## src/rtl/ulm_pkg.sv

```systemverilog
`default_nettype none
package ulm_pkg;

  // register offsets on the 4-bit I/O address
  localparam logic [3:0] ADR_DATA  = 4'h8;
  localparam logic [3:0] ADR_IEN   = 4'h9;
  localparam logic [3:0] ADR_FCTL  = 4'hA;
  localparam logic [3:0] ADR_LCTL  = 4'hB;
  localparam logic [3:0] ADR_MCTL  = 4'hC;
  localparam logic [3:0] ADR_LSTAT = 4'hD;
  localparam logic [3:0] ADR_MSTAT = 4'hE;
  localparam logic [3:0] ADR_SCR   = 4'hF;

  // line_format_control fields
  localparam int LC_DIV   = 7;
  localparam int LC_BRK   = 6;
  localparam int LC_STICK = 5;
  localparam int LC_EVEN  = 4;
  localparam int LC_PAR   = 3;
  localparam int LC_STOP  = 2;
  // modem_line_control fields
  localparam int MC_DTR  = 0;
  localparam int MC_RTS  = 1;
  localparam int MC_RI   = 2;
  localparam int MC_IRQ  = 3;
  localparam int MC_LOOP = 4;
  // queue_control fields
  localparam int FC_EN  = 0;
  localparam int FC_RXR = 1;
  localparam int FC_TXR = 2;
  localparam int FC_DMA = 3;

  // reset values
  localparam logic [7:0]  LCTL_RST = 8'h00;
  localparam logic [4:0]  MCTL_RST = 5'h00;
  localparam logic [15:0] DIV_RST  = 16'h0001;

  // 16x oversampling counts (last tick index)
  localparam logic [4:0] TK_HALF = 5'h07;
  localparam logic [4:0] TK_BIT  = 5'h0F;
  localparam logic [4:0] TK_S15  = 5'h17;
  localparam logic [4:0] TK_S2   = 5'h1F;

  // receive trigger levels
  localparam logic [4:0] TRIG_1  = 5'h01;
  localparam logic [4:0] TRIG_4  = 5'h04;
  localparam logic [4:0] TRIG_8  = 5'h08;
  localparam logic [4:0] TRIG_14 = 5'h0E;

  typedef enum logic [2:0] {
    ST_IDLE  = 3'b000,
    ST_START = 3'b001,
    ST_DATA  = 3'b010,
    ST_PAR   = 3'b011,
    ST_STOP  = 3'b100
  } ulm_state_t;

  typedef struct packed {
    logic       brk;
    logic       fe;
    logic       pe;
    logic [7:0] data;
  } ulm_rx_char_t;

  function automatic logic ulm_parity(input logic [7:0] d, input logic [1:0] wl,
                                      input logic even, input logic stick);
    logic [7:0] m;
    m = d & (8'hFF >> (2'd3 - wl));
    ulm_parity = stick ? ~even : (even ? ^m : ~^m);
  endfunction

endpackage
`default_nettype wire

```

## src/rtl/ulm_uart.sv

```systemverilog
// Notes on behaviour
// dlab=1 maps offsets 8/9 to divisor bytes, else data and interrupt enable.
// divisor is 16 bits, low byte bits 0-7, high byte bits 8-15.
// characters go out and come in least significant bit first.
// break control holds serial output low outside loopback; transmitter keeps running.
// even select picks parity sense; stick parity forces bit to inverse of even.
// parity bit sits between last data bit and first stop bit.
// long stop gives 1.5 stop bits for 5-bit words, 2 otherwise.
// word length bits select five to eight data bits.
// queue error flag set by any queued bad char, cleared on read when none.
// transmitter idle when holding storage and shifter both empty.
// holding empty set when holding storage drains, cleared by data write.
// break, framing and parity flags, head-of-queue, cleared by status read.
// overrun flag on overwritten character, cleared by status read.
// receive ready while any received character waits.
// loopback drives output high, isolates input, loops shifter, modem outs off.
// loopback feeds modem inputs from handshake control bits.
// control bit 3 gates interrupt; bits 1 and 0 drive inverted RTS, DTR.
// status bits 7-4 are inverted modem pins, or control bits in loopback.
// delta bits latch changes since last read; ring latches trailing edge.
// trigger bits select 1, 4, 8 or 14; request once fill exceeds it.
// queue reset bits clear counters and self-clear.
// bit 0 enables queue mode; DMA mode 1 only with queues enabled.
// sixteen-entry queues; transmit entries are bytes, receive entries are a byte plus break, framing and parity bits.
// baud generator gives 16x bit rate for transmitter and receiver.
// receiver validates start at mid-bit and samples mid-bit.
`timescale 1ns/1ps
`default_nettype none

module ulm_fifo
  import ulm_pkg::*;
#(
  parameter int W = 8,
  parameter int D = 8
) (
  input  wire logic         clk,
  input  wire logic         rst_n,
  input  wire logic         ce,
  input  wire logic         flush,
  input  wire logic         in_valid,
  output logic              in_ready,
  input  wire logic [W-1:0] in_data,
  output logic              out_valid,
  input  wire logic         out_ready,
  output logic [W-1:0]      out_data,
  output logic [$clog2(D):0] count
);
  localparam int AW = $clog2(D);
  if (D < 2 || (1 << AW) != D) begin : g_bad_depth
    $error("ulm_fifo depth must be a power of two, at least 2");
  end

  logic [W-1:0]  mem [D];
  logic [AW-1:0] wp_ff;
  logic [AW-1:0] rp_ff;
  logic [AW:0]   cnt_ff;
  logic          push;
  logic          pop;

  assign in_ready  = cnt_ff != (AW+1)'(D);
  assign out_valid = cnt_ff != '0;
  assign out_data  = mem[rp_ff];
  assign count     = cnt_ff;
  assign push      = in_valid & in_ready;
  assign pop       = out_valid & out_ready;

  always_ff @(posedge clk)
  begin
    if (ce && push && !flush)
      mem[wp_ff] <= in_data;
  end

  always_ff @(posedge clk or negedge rst_n)
  begin
    if (!rst_n)
    begin
      wp_ff  <= '0;
      rp_ff  <= '0;
      cnt_ff <= '0;
    end
    else if (ce)
    begin
      if (flush)
      begin
        wp_ff  <= '0;
        rp_ff  <= '0;
        cnt_ff <= '0;
      end
      else
      begin
        wp_ff  <= wp_ff + AW'(push);
        rp_ff  <= rp_ff + AW'(pop);
        cnt_ff <= cnt_ff + (AW+1)'(push) - (AW+1)'(pop);
      end
    end
  end
endmodule // ulm_fifo

////////////////////////////////////////////////////////////////////////////////

module ulm_uart
  import ulm_pkg::*;
#(
  parameter int QDEPTH = 16
) (
  input  wire logic       MCLK,
  input  wire logic       RESETN,
  input  wire logic       CE,
  input  wire logic [3:0] ADDR,
  input  wire logic       WR_STB,
  input  wire logic       RD_STB,
  input  wire logic [7:0] WDATA,
  output logic [7:0]      RDATA,
  input  wire logic       SERIAL_RX_PIN,
  output logic            SERIAL_TX_PIN,
  input  wire logic       CTS_N,
  input  wire logic       DSR_N,
  input  wire logic       RI_N,
  input  wire logic       DCD_N,
  output logic            RTS_N,
  output logic            DTR_N,
  output logic            IRQ,
  output logic            RXRDY_N,
  output logic            TXRDY_N
);
  localparam int CW = $clog2(QDEPTH) + 1;
  if (QDEPTH < 16) begin : g_bad_q
    $error("ulm_uart queue depth must be at least 16");
  end

  // registers
  logic [7:0]   lctl_ff, scr_ff, rdata_ff;
  logic [4:0]   mctl_ff;
  logic [15:0]  div_ff, dcnt_ff;
  logic [3:0]   ien_ff, msr_ff, dlt_ff;
  logic         fen_ff, dma_ff;
  logic [1:0]   trig_sel_ff;
  logic [4:0]   in_meta_ff, in_sync_ff;
  logic         serial_tx_pin_ff, rts_ff, dtr_ff, irq_ff, rxrdy_ff, txrdy_ff;
  logic         oe_ff, pe_ff, fe_ff, bi_ff, rfe_ff, head_chk_ff;
  logic [CW-1:0] err_cnt_ff;
  ulm_state_t   tx_st_ff, rx_st_ff;
  logic [7:0]   tx_sh_ff, rx_sh_ff;
  logic [4:0]   tx_tk_ff, rx_tk_ff;
  logic [2:0]   tx_bit_ff, rx_bit_ff;
  logic         tx_par_ff, rx_prev_ff, rx_zero_ff, rx_pe_ff;
  logic         rx_push_ff;
  ulm_rx_char_t rx_word_ff;

  ////////////////////////////////////////////////////////////////////////////
  // decode
  logic rd, wr, dlab, loop, tick, wr_fcr, rd_lsr, rd_msr, wr_thr, rd_rbr;
  logic [1:0] wl;
  assign rd     = CE & RD_STB;
  assign wr     = CE & WR_STB;
  assign dlab   = lctl_ff[LC_DIV];
  assign loop   = mctl_ff[MC_LOOP];
  assign wl     = lctl_ff[1:0];
  assign wr_thr = wr & (ADDR == ADR_DATA) & ~dlab;
  assign rd_rbr = rd & (ADDR == ADR_DATA) & ~dlab;
  assign wr_fcr = wr & (ADDR == ADR_FCTL);
  assign rd_lsr = rd & (ADDR == ADR_LSTAT);
  assign rd_msr = rd & (ADDR == ADR_MSTAT);
  assign tick   = dcnt_ff == div_ff - 16'h0001;

  // queue resets: pulses only, nothing stored
  logic flush_rx, flush_tx;
  assign flush_rx = wr_fcr & (WDATA[FC_RXR] | (WDATA[FC_EN] != fen_ff));
  assign flush_tx = wr_fcr & (WDATA[FC_TXR] | (WDATA[FC_EN] != fen_ff));

  ////////////////////////////////////////////////////////////////////////////
  // queues
  logic         tx_valid, tx_in_ready, tx_pop, rx_valid, rx_in_ready, rx_pop;
  logic [7:0]   tx_head;
  ulm_rx_char_t rx_head;
  logic [CW-1:0] tx_cnt, rx_cnt;

  ulm_fifo #(.W(8), .D(QDEPTH)) u_txq (
    .clk(MCLK), .rst_n(RESETN), .ce(CE), .flush(flush_tx),
    .in_valid(wr_thr & (fen_ff | ~tx_valid)), .in_ready(tx_in_ready),
    .in_data(WDATA), .out_valid(tx_valid), .out_ready(tx_pop),
    .out_data(tx_head), .count(tx_cnt)
  );

  ulm_fifo #(.W($bits(ulm_rx_char_t)), .D(QDEPTH)) u_rxq (
    .clk(MCLK), .rst_n(RESETN), .ce(CE), .flush(flush_rx),
    .in_valid(rx_push_ff), .in_ready(rx_in_ready), .in_data(rx_word_ff),
    .out_valid(rx_valid), .out_ready(rx_pop), .out_data(rx_head),
    .count(rx_cnt)
  );

  // without queues the newer character displaces the unread one
  logic rx_drop, ovr_set, rx_trig;
  logic [4:0] trig;
  assign rx_drop = rx_push_ff & ~fen_ff & rx_valid & ~rd_rbr;
  assign rx_pop  = rd_rbr | rx_drop;
  assign ovr_set = rx_push_ff & (fen_ff ? ~rx_in_ready : rx_drop);
  assign trig    = trig_sel_ff == 2'b00 ? TRIG_1 : trig_sel_ff == 2'b01 ? TRIG_4 :
                   trig_sel_ff == 2'b10 ? TRIG_8 : TRIG_14;
  assign rx_trig = fen_ff ? (rx_cnt > CW'(trig)) : rx_valid;

  ////////////////////////////////////////////////////////////////////////////
  // modem inputs
  logic [3:0] mdm;
  logic       sin_s;
  assign sin_s = in_sync_ff[4];
  assign mdm = loop ? {mctl_ff[MC_IRQ], mctl_ff[MC_RI], mctl_ff[MC_DTR],
                       mctl_ff[MC_RTS]} : ~in_sync_ff[3:0];
  logic [3:0] dlt_set;
  assign dlt_set = {mdm[3] ^ msr_ff[3], msr_ff[2] & ~mdm[2],
                    mdm[1:0] ^ msr_ff[1:0]};

  ////////////////////////////////////////////////////////////////////////////
  // serial line
  logic tx_line, rx_in, tx_bit_end, tx_stop_end, rx_end;
  logic [4:0] stop_last;
  assign tx_line = tx_st_ff == ST_START ? 1'b0 : tx_st_ff == ST_DATA ? tx_sh_ff[0] :
                   tx_st_ff == ST_PAR ? tx_par_ff : 1'b1;
  assign rx_in   = loop ? tx_line : sin_s;
  assign stop_last = ~lctl_ff[LC_STOP] ? TK_BIT : (wl == 2'b00 ? TK_S15 : TK_S2);
  assign tx_bit_end  = tick & (tx_tk_ff == TK_BIT);
  assign tx_stop_end = tick & (tx_tk_ff == stop_last);
  assign tx_pop      = tx_st_ff == ST_IDLE;
  assign rx_end      = tick & (rx_tk_ff == TK_BIT);

  logic [7:0] rx_data;
  assign rx_data = rx_sh_ff >> (2'd3 - wl);

  logic [7:0] line_condition_status;
  assign line_condition_status = {rfe_ff, ~tx_valid & (tx_st_ff == ST_IDLE), ~tx_valid,
                bi_ff, fe_ff, pe_ff, oe_ff, rx_valid};

  logic [7:0] rd_mux;
  assign rd_mux = ADDR == ADR_DATA  ? (dlab ? div_ff[7:0] : rx_head.data) :
                  ADDR == ADR_IEN   ? (dlab ? div_ff[15:8] : {4'h0, ien_ff}) :
                  ADDR == ADR_FCTL  ? {fen_ff, fen_ff, 5'h00, ~irq_ff} :
                  ADDR == ADR_LCTL  ? lctl_ff :
                  ADDR == ADR_MCTL  ? {3'h0, mctl_ff} :
                  ADDR == ADR_LSTAT ? line_condition_status :
                  ADDR == ADR_MSTAT ? {msr_ff, dlt_ff} :
                  ADDR == ADR_SCR   ? scr_ff : 8'h00;

  logic [3:0] flag_set;
  assign flag_set = head_chk_ff & rx_valid ?
                    {rx_head.brk, rx_head.fe, rx_head.pe, 1'b0} : 4'h0;

  logic irq_src;
  assign irq_src = (ien_ff[0] & rx_trig) | (ien_ff[1] & ~tx_valid) |
                   (ien_ff[2] & (oe_ff | pe_ff | fe_ff | bi_ff)) | (ien_ff[3] & |dlt_ff);

  ////////////////////////////////////////////////////////////////////////////
  // host registers and status
  always_ff @(posedge MCLK or negedge RESETN)
  begin
    if (!RESETN)
    begin
      lctl_ff <= LCTL_RST; mctl_ff <= MCTL_RST; div_ff <= DIV_RST;
      scr_ff <= 8'h00; ien_ff <= 4'h0; fen_ff <= 1'b0; dma_ff <= 1'b0;
      trig_sel_ff <= 2'b00; rdata_ff <= 8'h00; dcnt_ff <= 16'h0000;
      in_meta_ff <= 5'h1F; in_sync_ff <= 5'h1F; msr_ff <= 4'h0; dlt_ff <= 4'h0;
      {oe_ff, pe_ff, fe_ff, bi_ff, rfe_ff, head_chk_ff} <= 6'h00;
      err_cnt_ff <= '0;
      {serial_tx_pin_ff, rts_ff, dtr_ff, irq_ff, rxrdy_ff, txrdy_ff} <= 6'h3A;
    end
    else if (CE)
    begin
      in_meta_ff <= {SERIAL_RX_PIN, DCD_N, RI_N, DSR_N, CTS_N};
      in_sync_ff <= in_meta_ff;
      dcnt_ff    <= (tick | (wr & dlab & (ADDR == ADR_DATA || ADDR == ADR_IEN))) ?
                    16'h0000 : dcnt_ff + 16'h0001;
      if (wr && ADDR == ADR_DATA && dlab) div_ff[7:0] <= WDATA;
      if (wr && ADDR == ADR_IEN && dlab) div_ff[15:8] <= WDATA;
      if (wr && ADDR == ADR_IEN && !dlab) ien_ff <= WDATA[3:0];
      if (wr && ADDR == ADR_LCTL) lctl_ff <= WDATA;
      if (wr && ADDR == ADR_MCTL) mctl_ff <= WDATA[4:0];
      if (wr && ADDR == ADR_SCR) scr_ff <= WDATA;
      if (wr_fcr)
      begin
        fen_ff      <= WDATA[FC_EN];
        dma_ff      <= WDATA[FC_DMA];
        trig_sel_ff <= WDATA[7:6];
      end
      if (rd) rdata_ff <= rd_mux;
      msr_ff <= mdm;
      dlt_ff <= (dlt_ff & ~{4{rd_msr}}) | dlt_set;
      oe_ff  <= (oe_ff & ~rd_lsr) | ovr_set;
      {bi_ff, fe_ff, pe_ff} <= ({bi_ff, fe_ff, pe_ff} & ~{3{rd_lsr}}) | flag_set[3:1];
      head_chk_ff <= ~flush_rx & (rx_pop | (rx_push_ff & ~rx_valid));
      err_cnt_ff <= flush_rx ? '0 : err_cnt_ff
                    + CW'(rx_push_ff & rx_in_ready & (rx_word_ff.brk | rx_word_ff.fe |
                                                       rx_word_ff.pe))
                    - CW'(rx_pop & rx_valid & (rx_head.brk | rx_head.fe | rx_head.pe));
      rfe_ff <= fen_ff & ((err_cnt_ff != '0) | (rfe_ff & ~rd_lsr));
      serial_tx_pin_ff  <= loop | (~lctl_ff[LC_BRK] & tx_line);
      rts_ff   <= loop | ~mctl_ff[MC_RTS];
      dtr_ff   <= loop | ~mctl_ff[MC_DTR];
      irq_ff   <= mctl_ff[MC_IRQ] & irq_src;
      rxrdy_ff <= (fen_ff & dma_ff) ? ~rx_trig : ~rx_valid;
      txrdy_ff <= (fen_ff & dma_ff) ? ~tx_in_ready : tx_valid;
    end
  end

  ////////////////////////////////////////////////////////////////////////////
  // transmitter
  always_ff @(posedge MCLK or negedge RESETN)
  begin
    if (!RESETN)
    begin
      tx_st_ff <= ST_IDLE; tx_sh_ff <= 8'h00; tx_tk_ff <= 5'h00;
      tx_bit_ff <= 3'h0; tx_par_ff <= 1'b0;
    end
    else if (CE)
    begin
      if (tx_st_ff != ST_IDLE && tick) tx_tk_ff <= tx_tk_ff + 5'h01;
      unique case (tx_st_ff)
        ST_IDLE:
          if (tx_valid)
          begin
            tx_st_ff  <= ST_START;
            tx_sh_ff  <= tx_head;
            tx_tk_ff  <= 5'h00;
            tx_bit_ff <= 3'h0;
            tx_par_ff <= ulm_parity(tx_head, wl, lctl_ff[LC_EVEN], lctl_ff[LC_STICK]);
          end
        ST_START:
          if (tx_bit_end) begin tx_st_ff <= ST_DATA; tx_tk_ff <= 5'h00; end
        ST_DATA:
          if (tx_bit_end)
          begin
            tx_tk_ff  <= 5'h00;
            tx_sh_ff  <= tx_sh_ff >> 1;
            tx_bit_ff <= tx_bit_ff + 3'h1;
            if (tx_bit_ff == {1'b1, wl}) tx_st_ff <= lctl_ff[LC_PAR] ? ST_PAR : ST_STOP;
          end
        ST_PAR:
          if (tx_bit_end) begin tx_st_ff <= ST_STOP; tx_tk_ff <= 5'h00; end
        ST_STOP:
          if (tx_stop_end) tx_st_ff <= ST_IDLE;
        default: tx_st_ff <= ST_IDLE;
      endcase
    end
  end

  ////////////////////////////////////////////////////////////////////////////
  // receiver
  always_ff @(posedge MCLK or negedge RESETN)
  begin
    if (!RESETN)
    begin
      rx_st_ff <= ST_IDLE; rx_sh_ff <= 8'h00; rx_tk_ff <= 5'h00; rx_bit_ff <= 3'h0;
      {rx_prev_ff, rx_zero_ff, rx_pe_ff, rx_push_ff} <= 4'h8; rx_word_ff <= '0;
    end
    else if (CE)
    begin
      rx_prev_ff <= rx_in;
      rx_push_ff <= 1'b0;
      if (rx_st_ff != ST_IDLE && tick) rx_tk_ff <= rx_tk_ff + 5'h01;
      unique case (rx_st_ff)
        ST_IDLE:
          if (rx_prev_ff && !rx_in) begin rx_st_ff <= ST_START; rx_tk_ff <= 5'h00; end
        ST_START:
          if (tick && rx_tk_ff == TK_HALF)
          begin
            rx_st_ff   <= rx_in ? ST_IDLE : ST_DATA;
            rx_tk_ff   <= 5'h00;
            rx_bit_ff  <= 3'h0;
            rx_zero_ff <= 1'b1;
            rx_pe_ff   <= 1'b0;
          end
        ST_DATA:
          if (rx_end)
          begin
            rx_tk_ff   <= 5'h00;
            rx_sh_ff   <= {rx_in, rx_sh_ff[7:1]};
            rx_zero_ff <= rx_zero_ff & ~rx_in;
            rx_bit_ff  <= rx_bit_ff + 3'h1;
            if (rx_bit_ff == {1'b1, wl}) rx_st_ff <= lctl_ff[LC_PAR] ? ST_PAR : ST_STOP;
          end
        ST_PAR:
          if (rx_end)
          begin
            rx_st_ff   <= ST_STOP;
            rx_tk_ff   <= 5'h00;
            rx_zero_ff <= rx_zero_ff & ~rx_in;
            rx_pe_ff   <= rx_in != ulm_parity(rx_data, wl, lctl_ff[LC_EVEN],
                                              lctl_ff[LC_STICK]);
          end
        ST_STOP:
          if (rx_end)
          begin
            rx_st_ff   <= ST_IDLE;
            rx_push_ff <= 1'b1;
            rx_word_ff <= '{brk: rx_zero_ff & ~rx_in, fe: ~rx_in, pe: rx_pe_ff,
                            data: rx_data};
          end
        default: rx_st_ff <= ST_IDLE;
      endcase
    end
  end

  assign RDATA   = rdata_ff;
  assign SERIAL_TX_PIN    = serial_tx_pin_ff;
  assign RTS_N   = rts_ff;
  assign DTR_N   = dtr_ff;
  assign IRQ     = irq_ff;
  assign RXRDY_N = rxrdy_ff;
  assign TXRDY_N = txrdy_ff;
endmodule // ulm_uart

`default_nettype wire

```

## config.mk

```make
export PLATFORM = sky130hd
export DESIGN_NAME = ulm_uart
export DESIGN_NICKNAME = d
export VERILOG_FILES = /design/src/rtl/ulm_pkg.sv /design/src/rtl/ulm_uart.sv
export SDC_FILE = /design/constraint.sdc
export NUM_CORES = 1
export LEC_CHECK = 0
export CORE_UTILIZATION = 55
export DETAILED_ROUTE_END_ITERATION = 8
export DONT_BUFFER_PORTS = 1
export PLACE_DENSITY = 0.7
export SLEW_MARGIN = 5
export SYNTH_ARGS = -nofsm -noshare
export SYNTH_HDL_FRONTEND = slang
export SYNTH_SLANG_ARGS = --single-unit
export TNS_END_PERCENT = 5
```

## constraint.sdc

```tcl
create_clock -name MCLK -period 4.6 [get_ports MCLK]
set_input_delay 0.92 -clock MCLK [delete_from_list [all_inputs] [get_ports MCLK]]
set_output_delay 0.92 -clock MCLK [all_outputs]
set_load 0.005 [all_outputs]
```

==> metrics.md, run 1 <==
| Metric | Value |
|---|---|
| Antenna diodes | 0 |
| Later-pin clock latency in the skew report | 600 ps |
| GPL Wtd Cong | 0.886 |
| Worst Tran Pin Value | 1230 ps |
| Vias in the first global route | 13378 |
| Flip-flop and latch count after synthesis | 488 |
| Crit Path Class | reg2reg |
| H-tree level count | 2 |
| Die height | 203 um |
| Total power | 0.0109 W |
| Post-synthesis cell count | 1512 |
| Core box area | 39700 um2 |
| Antenna violations before repair | 1 |
| Starting Density | 55.8% |
| Max-Cap Viols | 0 |
| Hold buffers post-CTS | 0 |
| Worst vdd ir | 0.348 mV |
| Vias | 13016 |
| Syn Nets | 1575 |
| Maximum clock path buffer count | 3 |
| Most common cell after layout, fill and taps aside | edfxtp_1 |
| Final setup viols | 0 |
| Worst Hold Class | in2async |
| Tcrit/Tclk final | 88.1% |
| Number of vias per cell | 6.19 |
| RSZ-0062 raised after global routing | false |
| Area of the die | 41100 um2 |
| Startpoint Class | register |
| Avg Inst Size Synth | 14.7 um2 |
| Total GRT Usage | 25.1% |
| Placed Cells | 2010 |
| Final Slew Violations | 0 |
| Top-area cell type share of the netlist area | 41.2% |
| Synthesized area | 22200 um2 |
| Worst EP arrival | 4530 ps |
| Share of cells above drive strength 1 | 22.8% |
| CTS Buf Count | 50 |
| # nets final | 1601 |
| Area leader, netlist | edfxtp_1 |
| Largest net degree at the start of global routing | 185 |
| Unique masters post-synth | 78 |
| Tmin final | 4050 ps |
| Routed Wire Length | 49700 um |
| # DRC | 0 |
| Sink Count | 488 |
| Fmax | 0.247 GHz |
| Status | complete, no violations |
| Static leakage | 9.14 nW |
| I/O pin total | 36 |
| Post-route setup TNS | 0 ps |
| Area delta synth->final | 11.4% |
| # resized after CTS | 0 |
| ANT nets after route | 0 |
| Most used DFF post-synth | edfxtp_1 |
| Number of placement rows | 73 |
| HPWL Detailed | 33100 um |
| Worst Setup End Kind | register |
| PortBufs | 0 |
| Crit path max fanout | 12 |
| TritonRoute pass-1 iters | 5 |
| Worst clock skew | 29.5 ps |
| Clock root cell | clkbuf_16 |
| Fin cells | 2104 |
| Power Dens Cells | 442 nW/um2 |
| Postcts setup bufs | 0 |
| Yosys warning count | 0 |
| CP required | 5080 ps |
| Gr ovfl total | 0 |
| Slew headroom | 17.3% |
| First-pass GRT wire length | 78400 um |
| Post-synth EDFFs | 304 |
| Sequential area share after synthesis | 62.1% |
| Asr flop ratio synth | 37.7% |
| TritonCTS clock tree | yes |
| Most frequent cells in the layout | edfxtp_1, dfrtp_1, nand2_1 |
| Die width | 203 um |
| DR iter-0 viols | 988 |
| Clock slew at reported path FFs | 60 ps |
| Area contributors post-synth | edfxtp_1, dfrtp_1, mux4_2 |
| Routed len/inst | 23.6 um |
| Endpoints failing hold | 0 |
[path summary, 6_finish.rpt]
check,to,start,slack [ps],cells after the start
max in group asynchronous,TXRDY_N,RESETN,3800,1
worst max-delay path,rx_word_ff[0],div_ff[0],550,10
min in group MCLK,u_txq.mem[13][3],WDATA[3],430,0
worst min register to register,head_chk_ff,head_chk_ff,480,2
worst max register to register,rx_word_ff[0],div_ff[0],550,10
worst min-delay path,dlt_ff[0],RESETN,30,0
[cells in the mapped netlist (all sizes together), types with 4 or more instances]
cell and n:
nand4 16, mux4 99, a21o 7, a21oi 43
o31a 4, dfstp 16, nand3 36, o31ai 7
o41ai 9, xnor2 38, or3 7, nand2 100
nand2b 14, o2bb2ai 17, nor3 24, o22ai 11
or4 6, mux2 93, a31oi 15, inv 46
nor2 95, mux2i 14, o21ai 49, edfxtp 304
a22oi 10, nor4 6, a22o 7, o21bai 4
and2 4, and3 18, nand3b 5, o211ai 13
dfrtp 168, nor2b 13, xor2 27, buf 22
clkbuf 53, ha 38, o21a 5
[flip-flops by register name, indices dropped and copies added, names as in the netlist, 11 cells and up]
signal / count
div_ff: 16
u_rxq.mem: 176
dcnt_ff: 16
u_txq.mem: 128
rx_word_ff: 11
[cells by family after synthesis]
group                    after synthesis  synth area share [%]
flip-flops                           488                  62.1
AND/OR/NAND/NOR                      360                  8.03
AO/OA/AOI/OAI                        227                  6.91
multiplexers                         206                  15.6
buffers and inverters                123                  2.21
XOR/XNOR                              67                  2.81
adder cells (fa/ha/maj)               41                  2.42
[final cells by class]
| cell class | count | area (um2) |
|---|---|---|
| clock buffers | 68 | 1430 |
| clock inverters | 25 | 368 |
| fillers | 2885 | 15000 |
| inverters | 48 | 180 |
| multi-input cells | 901 | 7920 |
| flip-flops and latches | 488 | 13800 |
| well taps | 525 | 657 |
| repair buffers | 49 | 370 |
[metal layers]
| layer | vias to the layer above | routed length [um] | part of all wire (%) | GRT usage [%] |
|---|---|---|---|---|
| met5 | - | 13 | 0.026 | 0 |
| met4 | 2 | 1390 | 2.8 | 8.73 |
| met3 | 85 | 2320 | 4.7 | 3.58 |
| met2 | 372 | 25200 | 51 | 42.4 |
| met1 | 6701 | 20800 | 42 | 33.5 |
| li1 | 5856 | - | - | - |
[metrics by stage]
| step | instance area [um2] | hold WS, ps | setup WS, ps | utilization (%) |
|---|---|---|---|---|
| floorplan | 22200 | 431 | 376 | - |
| global placement | 22900 | 457 | 622 | 57.6 |
| detailed placement | 22900 | 464 | 595 | 57.6 |
| CTS | 24700 | 14.1 | 577 | 62.1 |
| global route | 24700 | 4.27 | 422 | 62.1 |
| finish | 24700 | 26.3 | 549 | 62.1 |
[worst max-delay path: stages (launching register included)]
cell and delay (ps):
dfstp_2 590, inv_1 70, ha_1 300, xnor2_1 120, or4_1 490, or4_4 510
or4_4 540, nor4_4 150, buf_4 230, nand4_2 450, mux2_4 470
[power by group]
group / switching, W / total, W / internal [W]
sequential: 0.000286 / 0.00516 / 0.00488
combinational: 0.000705 / 0.00140 / 0.000698
clock: 0.00171 / 0.00435 / 0.00264
No activity file was read; power rests on OpenSTA's default activity.
==> run 2: changes to the inputs <==
--- a/config.mk
+++ b/config.mk
@@ -5,10 +5,11 @@
 export SDC_FILE = /design/constraint.sdc
 export NUM_CORES = 1
 export LEC_CHECK = 0
-export CORE_UTILIZATION = 55
+export CORE_UTILIZATION = 30
 export DETAILED_ROUTE_END_ITERATION = 8
 export DONT_BUFFER_PORTS = 1
-export PLACE_DENSITY = 0.7
+export HOLD_SLACK_MARGIN = 0.15
+export PLACE_DENSITY = 0.44
 export SLEW_MARGIN = 5
 export SYNTH_ARGS = -nofsm -noshare
 export SYNTH_HDL_FRONTEND = slang
==> metrics.md, run 2 (synthesis results as in run 1) <==
| Metric | Value |
|---|---|
| Gr ovfl total | 0 (unchanged) |
| Hold Slack | 76.3 ps (was 26.3 ps) |
| Die height | 274 um (was 203 um) |
| Routed len/inst | 22.2 um (was 23.6 um) |
| Reg2reg setup slack | 660 ps (was 550 ps) |
| Share of cells above drive strength 1 | 23.8% (was 22.8%) |
| Area delta synth->final | 14.5% (was 11.4%) |
| Die width | 274 um (was 203 um) |
| Tmin final | 3940 ps (was 4050 ps) |
| CP required | 5090 ps (was 5080 ps) |
| Crit path max fanout | 17 (was 12) |
| First-pass GRT wire length | 86800 um (was 78400 um) |
| Maximum clock path buffer count | 3 (unchanged) |
| Later-pin clock latency in the skew report | 610 ps (was 600 ps) |
| Tcrit/Tclk final | 85.7% (was 88.1%) |
| TritonRoute pass-1 iters | 5 (unchanged) |
| Part of the power in registers | 47.2% (was 47.3%) |
| Vias in the first global route | 13326 (was 13378) |
| Post-route setup TNS | 0 ps (unchanged) |
| Most frequent cells in the layout | edfxtp_1, dfrtp_1, nand2_1 (unchanged) |
| Endpoints failing hold | 0 (unchanged) |
| Worst Setup End Kind | register (unchanged) |
| ANT nets after route | 0 (unchanged) |
| Fmax | 0.254 GHz (was 0.247 GHz) |
| Largest net degree at the start of global routing | 185 (unchanged) |
| GPL Wtd Cong | 0.770 (was 0.886) |
| RSZ-0062 raised after global routing | false (unchanged) |
| TritonCTS clock tree | yes (unchanged) |
| Worst Tran Pin Value | 1040 ps (was 1230 ps) |
| Postcts setup bufs | 0 (unchanged) |
| Sink Count | 488 (unchanged) |
| Status | complete, no violations (unchanged) |
| Worst clock skew | 46.2 ps (was 29.5 ps) |
| Antenna violations before repair | 1 (unchanged) |
| HPWL Detailed | 38100 um (was 33100 um) |
| Number of placement rows | 99 (was 73) |
| Clk pwr share | 40.1% (was 39.9%) |
| Max-Cap Viols | 0 (unchanged) |
| # resized after CTS | 0 (unchanged) |
| Power Dens Cells | 433 nW/um2 (was 442 nW/um2) |
| Worst vdd ir | 0.279 mV (was 0.348 mV) |
| R2r endpoint | err_cnt_ff[4] (was rx_word_ff[0]) |
| Crit Path Class | reg2reg (unchanged) |
| Startpoint Class | register (unchanged) |
| Slew headroom | 30.3% (was 17.3%) |
| Static leakage | 9.23 nW (was 9.14 nW) |
| Worst EP arrival | 4440 ps (was 4530 ps) |
| Psw | 0.00285 W (was 0.00270 W) |
| Area of the die | 74900 um2 (was 41100 um2) |
| Number of vias per cell | 5.05 (was 6.19) |
| Logic gate share of total power | 12.6% (was 12.9%) |
| Clock root cell | clkbuf_16 (unchanged) |
| Critical R2R Launch | u_rxq.rp_ff[0] (was div_ff[0]) |
| PortBufs | 0 (unchanged) |
| Fillcell total | 7001 (was 2885) |
| Max FFs per register | 176 (unchanged) |
| CTS Buf Count | 55 (was 50) |
| Final Slew Violations | 0 (unchanged) |
| Total GRT Usage | 15.4% (was 25.1%) |
| R2R depth | 12 (was 10) |
| Final setup viols | 0 (unchanged) |
| Largest Register | u_rxq.mem (unchanged) |
| Final core utilization | 34.8% (was 62.1%) |
| Most common cell after layout, fill and taps aside | edfxtp_1 (unchanged) |
| Worst Hold Class | in2async (unchanged) |
| DR iter-0 viols | 814 (was 988) |
| # nets final | 1619 (was 1601) |
| Clock slew at reported path FFs | 60 ps (about the same) |
| I/O pin total | 36 (unchanged) |
| Top Registers | u_rxq.mem (176), u_txq.mem (128) (unchanged) |
| # DRC | 0 (unchanged) |
| Switching Share | 25.9% (was 24.7%) |
| Core box area | 73000 um2 (was 39700 um2) |
| Starting Density | 30.4% (was 55.8%) |
| Routed Wire Length | 57000 um (was 49700 um) |
| Vias | 12955 (was 13016) |
| Internal | 0.00815 W (was 0.00822 W) |
| H-tree level count | 2 (unchanged) |
-- run 2: cell types whose count changed in the layout (fill, tap and decap cells not counted), moves of 2 or more --
cell,change
buf_4,+14
clkinv_1,+8
clkbuf_8,-7
clkinv_2,+5
nor3_1,-5
nor3_2,+5
clkbuf_16,+4
bufinv_16,-2
clkinvlp_4,+2
diode_2,+2
inv_6,-2
-- run 2: worst max-delay path by stage --
stage                         from       endpoint  slack (ps)  cells past startpoint
CTS                 u_rxq.rp_ff[0]  err_cnt_ff[4]         630                     12
finish              u_rxq.rp_ff[0]  err_cnt_ff[4]         660                     12
global placement           ADDR[2]  err_cnt_ff[4]         590                     15
detailed placement         ADDR[2]  err_cnt_ff[4]         610                     15
floorplan           u_rxq.rp_ff[0]  err_cnt_ff[4]         380                     14
global route             div_ff[1]    tx_tk_ff[0]         400                     11
-- run 2: metal layers --
metal	vias up	part of all wire, %	track usage (%)	wire length [um]
met4	0	2.4	4.35	1350
met5	-	0	0	0
met1	6736	45	21.1	25900
li1	5903	-	-	-
met2	237	48	25.1	27200
met3	79	4.7	2.61	2660
-- run 2: critical path, cell delays in order, from the launching register on --
cell	delay [ps]
dfrtp_2	740
mux4_2	600
mux4_2	510
o31a_1	330
ha_1	280
inv_1	40
ha_1	200
fa_1	410
a21oi_1	150
o21bai_1	90
xnor2_1	180
o21ai_0	100
a22o_1	190
-- run 2: power by group through the flow --
stage	clock, W	combinational (W)	sequential, W
global route	0.00470	0.00154	0.00523
detailed placement	0	0.00140	0.00529
finish	0.00441	0.00139	0.00519
CTS	0.00456	0.00141	0.00520
floorplan	0	0.00118	0.00510
global placement	0	0.00139	0.00529
-- run 2: metrics by stage --
stage | worst slack [ps] | cell area, um2 | instances | total power (W)
final | 657 | 25400 | 2564 | 0.0110
after global routing | 403 | 25400 | 2562 | 0.0115
after CTS | 634 | 25400 | 2562 | 0.0112
after detailed placement | 605 | 23500 | 2458 | 0.00669
after global placement | 595 | 23500 | 2458 | 0.00667
after floorplan | 376 | 22200 | 1512 | 0.00628
-- run 2: layout make-up --
type | count | area [um2] | area share [%]
diodes | 2 | 5.00 | 0.0197
clock buffers | 66 | 1440 | 5.67
clock inverters | 38 | 388 | 1.53
inverters | 48 | 180 | 0.710
multi-input cells | 901 | 7950 | 31.3
flip-flops and latches | 488 | 13800 | 54.2
well taps | 959 | 1200 | 4.73
repair buffers | 62 | 465 | 1.83
==> run 3: changes to the inputs <==
--- a/config.mk
+++ b/config.mk
@@ -6,6 +6,7 @@
 export NUM_CORES = 1
 export LEC_CHECK = 0
 export CORE_UTILIZATION = 30
+export CTS_BUF_LIST = sky130_fd_sc_hd__clkbuf_4 sky130_fd_sc_hd__clkbuf_8
 export DETAILED_ROUTE_END_ITERATION = 8
 export DONT_BUFFER_PORTS = 1
 export HOLD_SLACK_MARGIN = 0.15
==> metrics.md, run 3 (synthesis results as in run 1) <==
| Metric | Value |
|---|---|
| Total GRT Usage | 15.7% (was 15.4%) |
| Fillcell total | 7038 (was 7001) |
| Post-route setup TNS | 0 ps (unchanged) |
| Core box area | 73000 um2 (unchanged) |
| Vias | 13152 (was 12955) |
| Antenna violations before repair | 2 (was 1) |
| I/O pin total | 36 (unchanged) |
| Routed len/inst | 22.0 um (was 22.2 um) |
| Largest Register | u_rxq.mem (unchanged) |
| Max FFs per register | 176 (unchanged) |
| R2R depth | 12 (unchanged) |
| Starting Density | 30.4% (unchanged) |
| Max-Cap Viols | 0 (unchanged) |
| DR iter-0 viols | 883 (was 814) |
| Fmax | 0.254 GHz (about the same) |
| Final Slew Violations | 0 (unchanged) |
| Startpoint Class | register (unchanged) |
| PortBufs | 0 (unchanged) |
| # resized after CTS | 0 (unchanged) |
| H-tree level count | 3 (was 2) |
| Maximum clock path buffer count | 3 (unchanged) |
| Top Registers | u_rxq.mem (176), u_txq.mem (128) (unchanged) |
| Worst EP arrival | 4490 ps (was 4440 ps) |
| Area of the die | 74900 um2 (unchanged) |
| Tcrit/Tclk final | 85.5% (was 85.7%) |
| Clock root cell | clkbuf_8 (was clkbuf_16) |
| RSZ-0062 raised after global routing | false (unchanged) |
| Clock slew at reported path FFs | 60 ps (about the same) |
| Largest net degree at the start of global routing | 185 (unchanged) |
| Worst vdd ir | 0.241 mV (was 0.279 mV) |
| Placed Cells | 2458 (unchanged) |
| Slew headroom | 31.9% (was 30.3%) |
| Later-pin clock latency in the skew report | 670 ps (was 610 ps) |
| CTS Buf Count | 89 (was 55) |
| TritonCTS clock tree | yes (unchanged) |
| Worst Setup End Kind | register (unchanged) |
| Final core utilization | 34.9% (was 34.8%) |
| Sink Count | 488 (unchanged) |
| Share of cells above drive strength 1 | 27.4% (was 23.8%) |
| GPL Wtd Cong | 0.770 (unchanged) |
| Vias in the first global route | 13751 (was 13326) |
| Placed instance area | 23500 um2 (unchanged) |
| Status | finished, violations left (was complete, no violations) |
| Final setup viols | 0 (unchanged) |
| Number of vias per cell | 5.01 (was 5.05) |
| Gr ovfl total | 0 (unchanged) |
| ANT nets after route | 0 (unchanged) |
| Number of placement rows | 99 (unchanged) |
| Tmin final | 3930 ps (was 3940 ps) |
| Fin cells | 2627 (was 2564) |
| Worst clock skew | 53.1 ps (was 46.2 ps) |
| Most frequent cells in the layout | edfxtp_1, dfrtp_1, clkbuf_8 (was edfxtp_1, dfrtp_1, nand2_1) |
| Most common cell after layout, fill and taps aside | edfxtp_1 (unchanged) |
| Routed Wire Length | 57800 um (was 57000 um) |
| Post-layout instance area | 25500 um2 (was 25400 um2) |
| Crit path max fanout | 17 (unchanged) |
| Hold Slack | -2.67 ps (was 76.3 ps) |
| Die width | 274 um (unchanged) |
| Worst Tran Pin Value | 1020 ps (was 1040 ps) |
| Failing checks | negative hold slack |
| Area delta synth->final | 15.0% (was 14.5%) |
| TritonRoute pass-1 iters | 5 (unchanged) |
| Die height | 274 um (unchanged) |
| Worst Hold Class | in2async (unchanged) |
| Static leakage | 9.37 nW (was 9.23 nW) |
| HPWL Detailed | 38100 um (unchanged) |
| First-pass GRT wire length | 88100 um (was 86800 um) |
| # DRC | 0 (unchanged) |
| Postcts setup bufs | 0 (unchanged) |
| Endpoints failing hold | 1 (was 0) |
| CP required | 5160 ps (was 5090 ps) |
| Crit Path Class | reg2reg (unchanged) |
| # nets final | 1653 (was 1619) |
| Power Dens Cells | 430 nW/um2 (was 433 nW/um2) |
==> run 3: changes by cell type in the layout (fill, tap and decap cells not counted), sizes merged <==
cell / delta
diode: +1
clkinvlp: -2
inv: +3
clkbuf: +76
clkinv: -10
bufinv: -5
==> run 3: where the power goes <==
part,switching (W),internal (W)
logic,0.000698,0.000693
clock network,0.00191,0.00247
registers,0.000317,0.00488
==> run 3: path summary, 6_finish.rpt <==
path	start	endpoint	slack (ps)
worst min-delay path	RESETN	tx_tk_ff[3]	-3
max in group asynchronous	RESETN	u_txq.rp_ff[0]	4130
worst max register to register	u_rxq.rp_ff[0]	err_cnt_ff[4]	670
min in group MCLK	WDATA[2]	u_txq.mem[3][2]	340
worst min register to register	head_chk_ff	head_chk_ff	480
worst max-delay path	u_rxq.rp_ff[0]	err_cnt_ff[4]	670
==> run 3: cell type report <==
cell class              count  area (um2)  area share (%)
clock inverters            24         196           0.771
repair buffers             62         465            1.83
flip-flops and latches    488       13800            54.0
inverters                  48         180           0.707
diodes                      3        7.51          0.0295
multi-input cells         901        7950            31.2
clock buffers             142        1730            6.79
well taps                 959        1200            4.71
==> run 3: per-layer routing <==
metal | global-route usage, % | part of all wire (%) | wire length [um]
met1 | 20.9 | 45 | 26100
met2 | 25.4 | 48 | 27500
met3 | 3.39 | 4.8 | 2770
met4 | 5.13 | 2.4 | 1420
met5 | 0 | 0 | 0
==> run 3: critical path, stage by stage (launching register included) <==
cell	delay [ps]
dfrtp_2	730
mux4_2	600
mux4_2	510
o31a_1	330
ha_1	280
inv_1	40
ha_1	190
fa_1	410
a21oi_1	160
o21bai_1	90
xnor2_1	170
o21ai_0	100
a22o_1	190
==> run 3: through the flow <==
step,worst slack [ps],power (W),hold WS [ps]
detailed placement,605,0.00669,466
global route,418,0.0115,-65.4
floorplan,376,0.00628,431
CTS,629,0.0111,-104
finish,669,0.0110,-2.67
global placement,595,0.00667,461
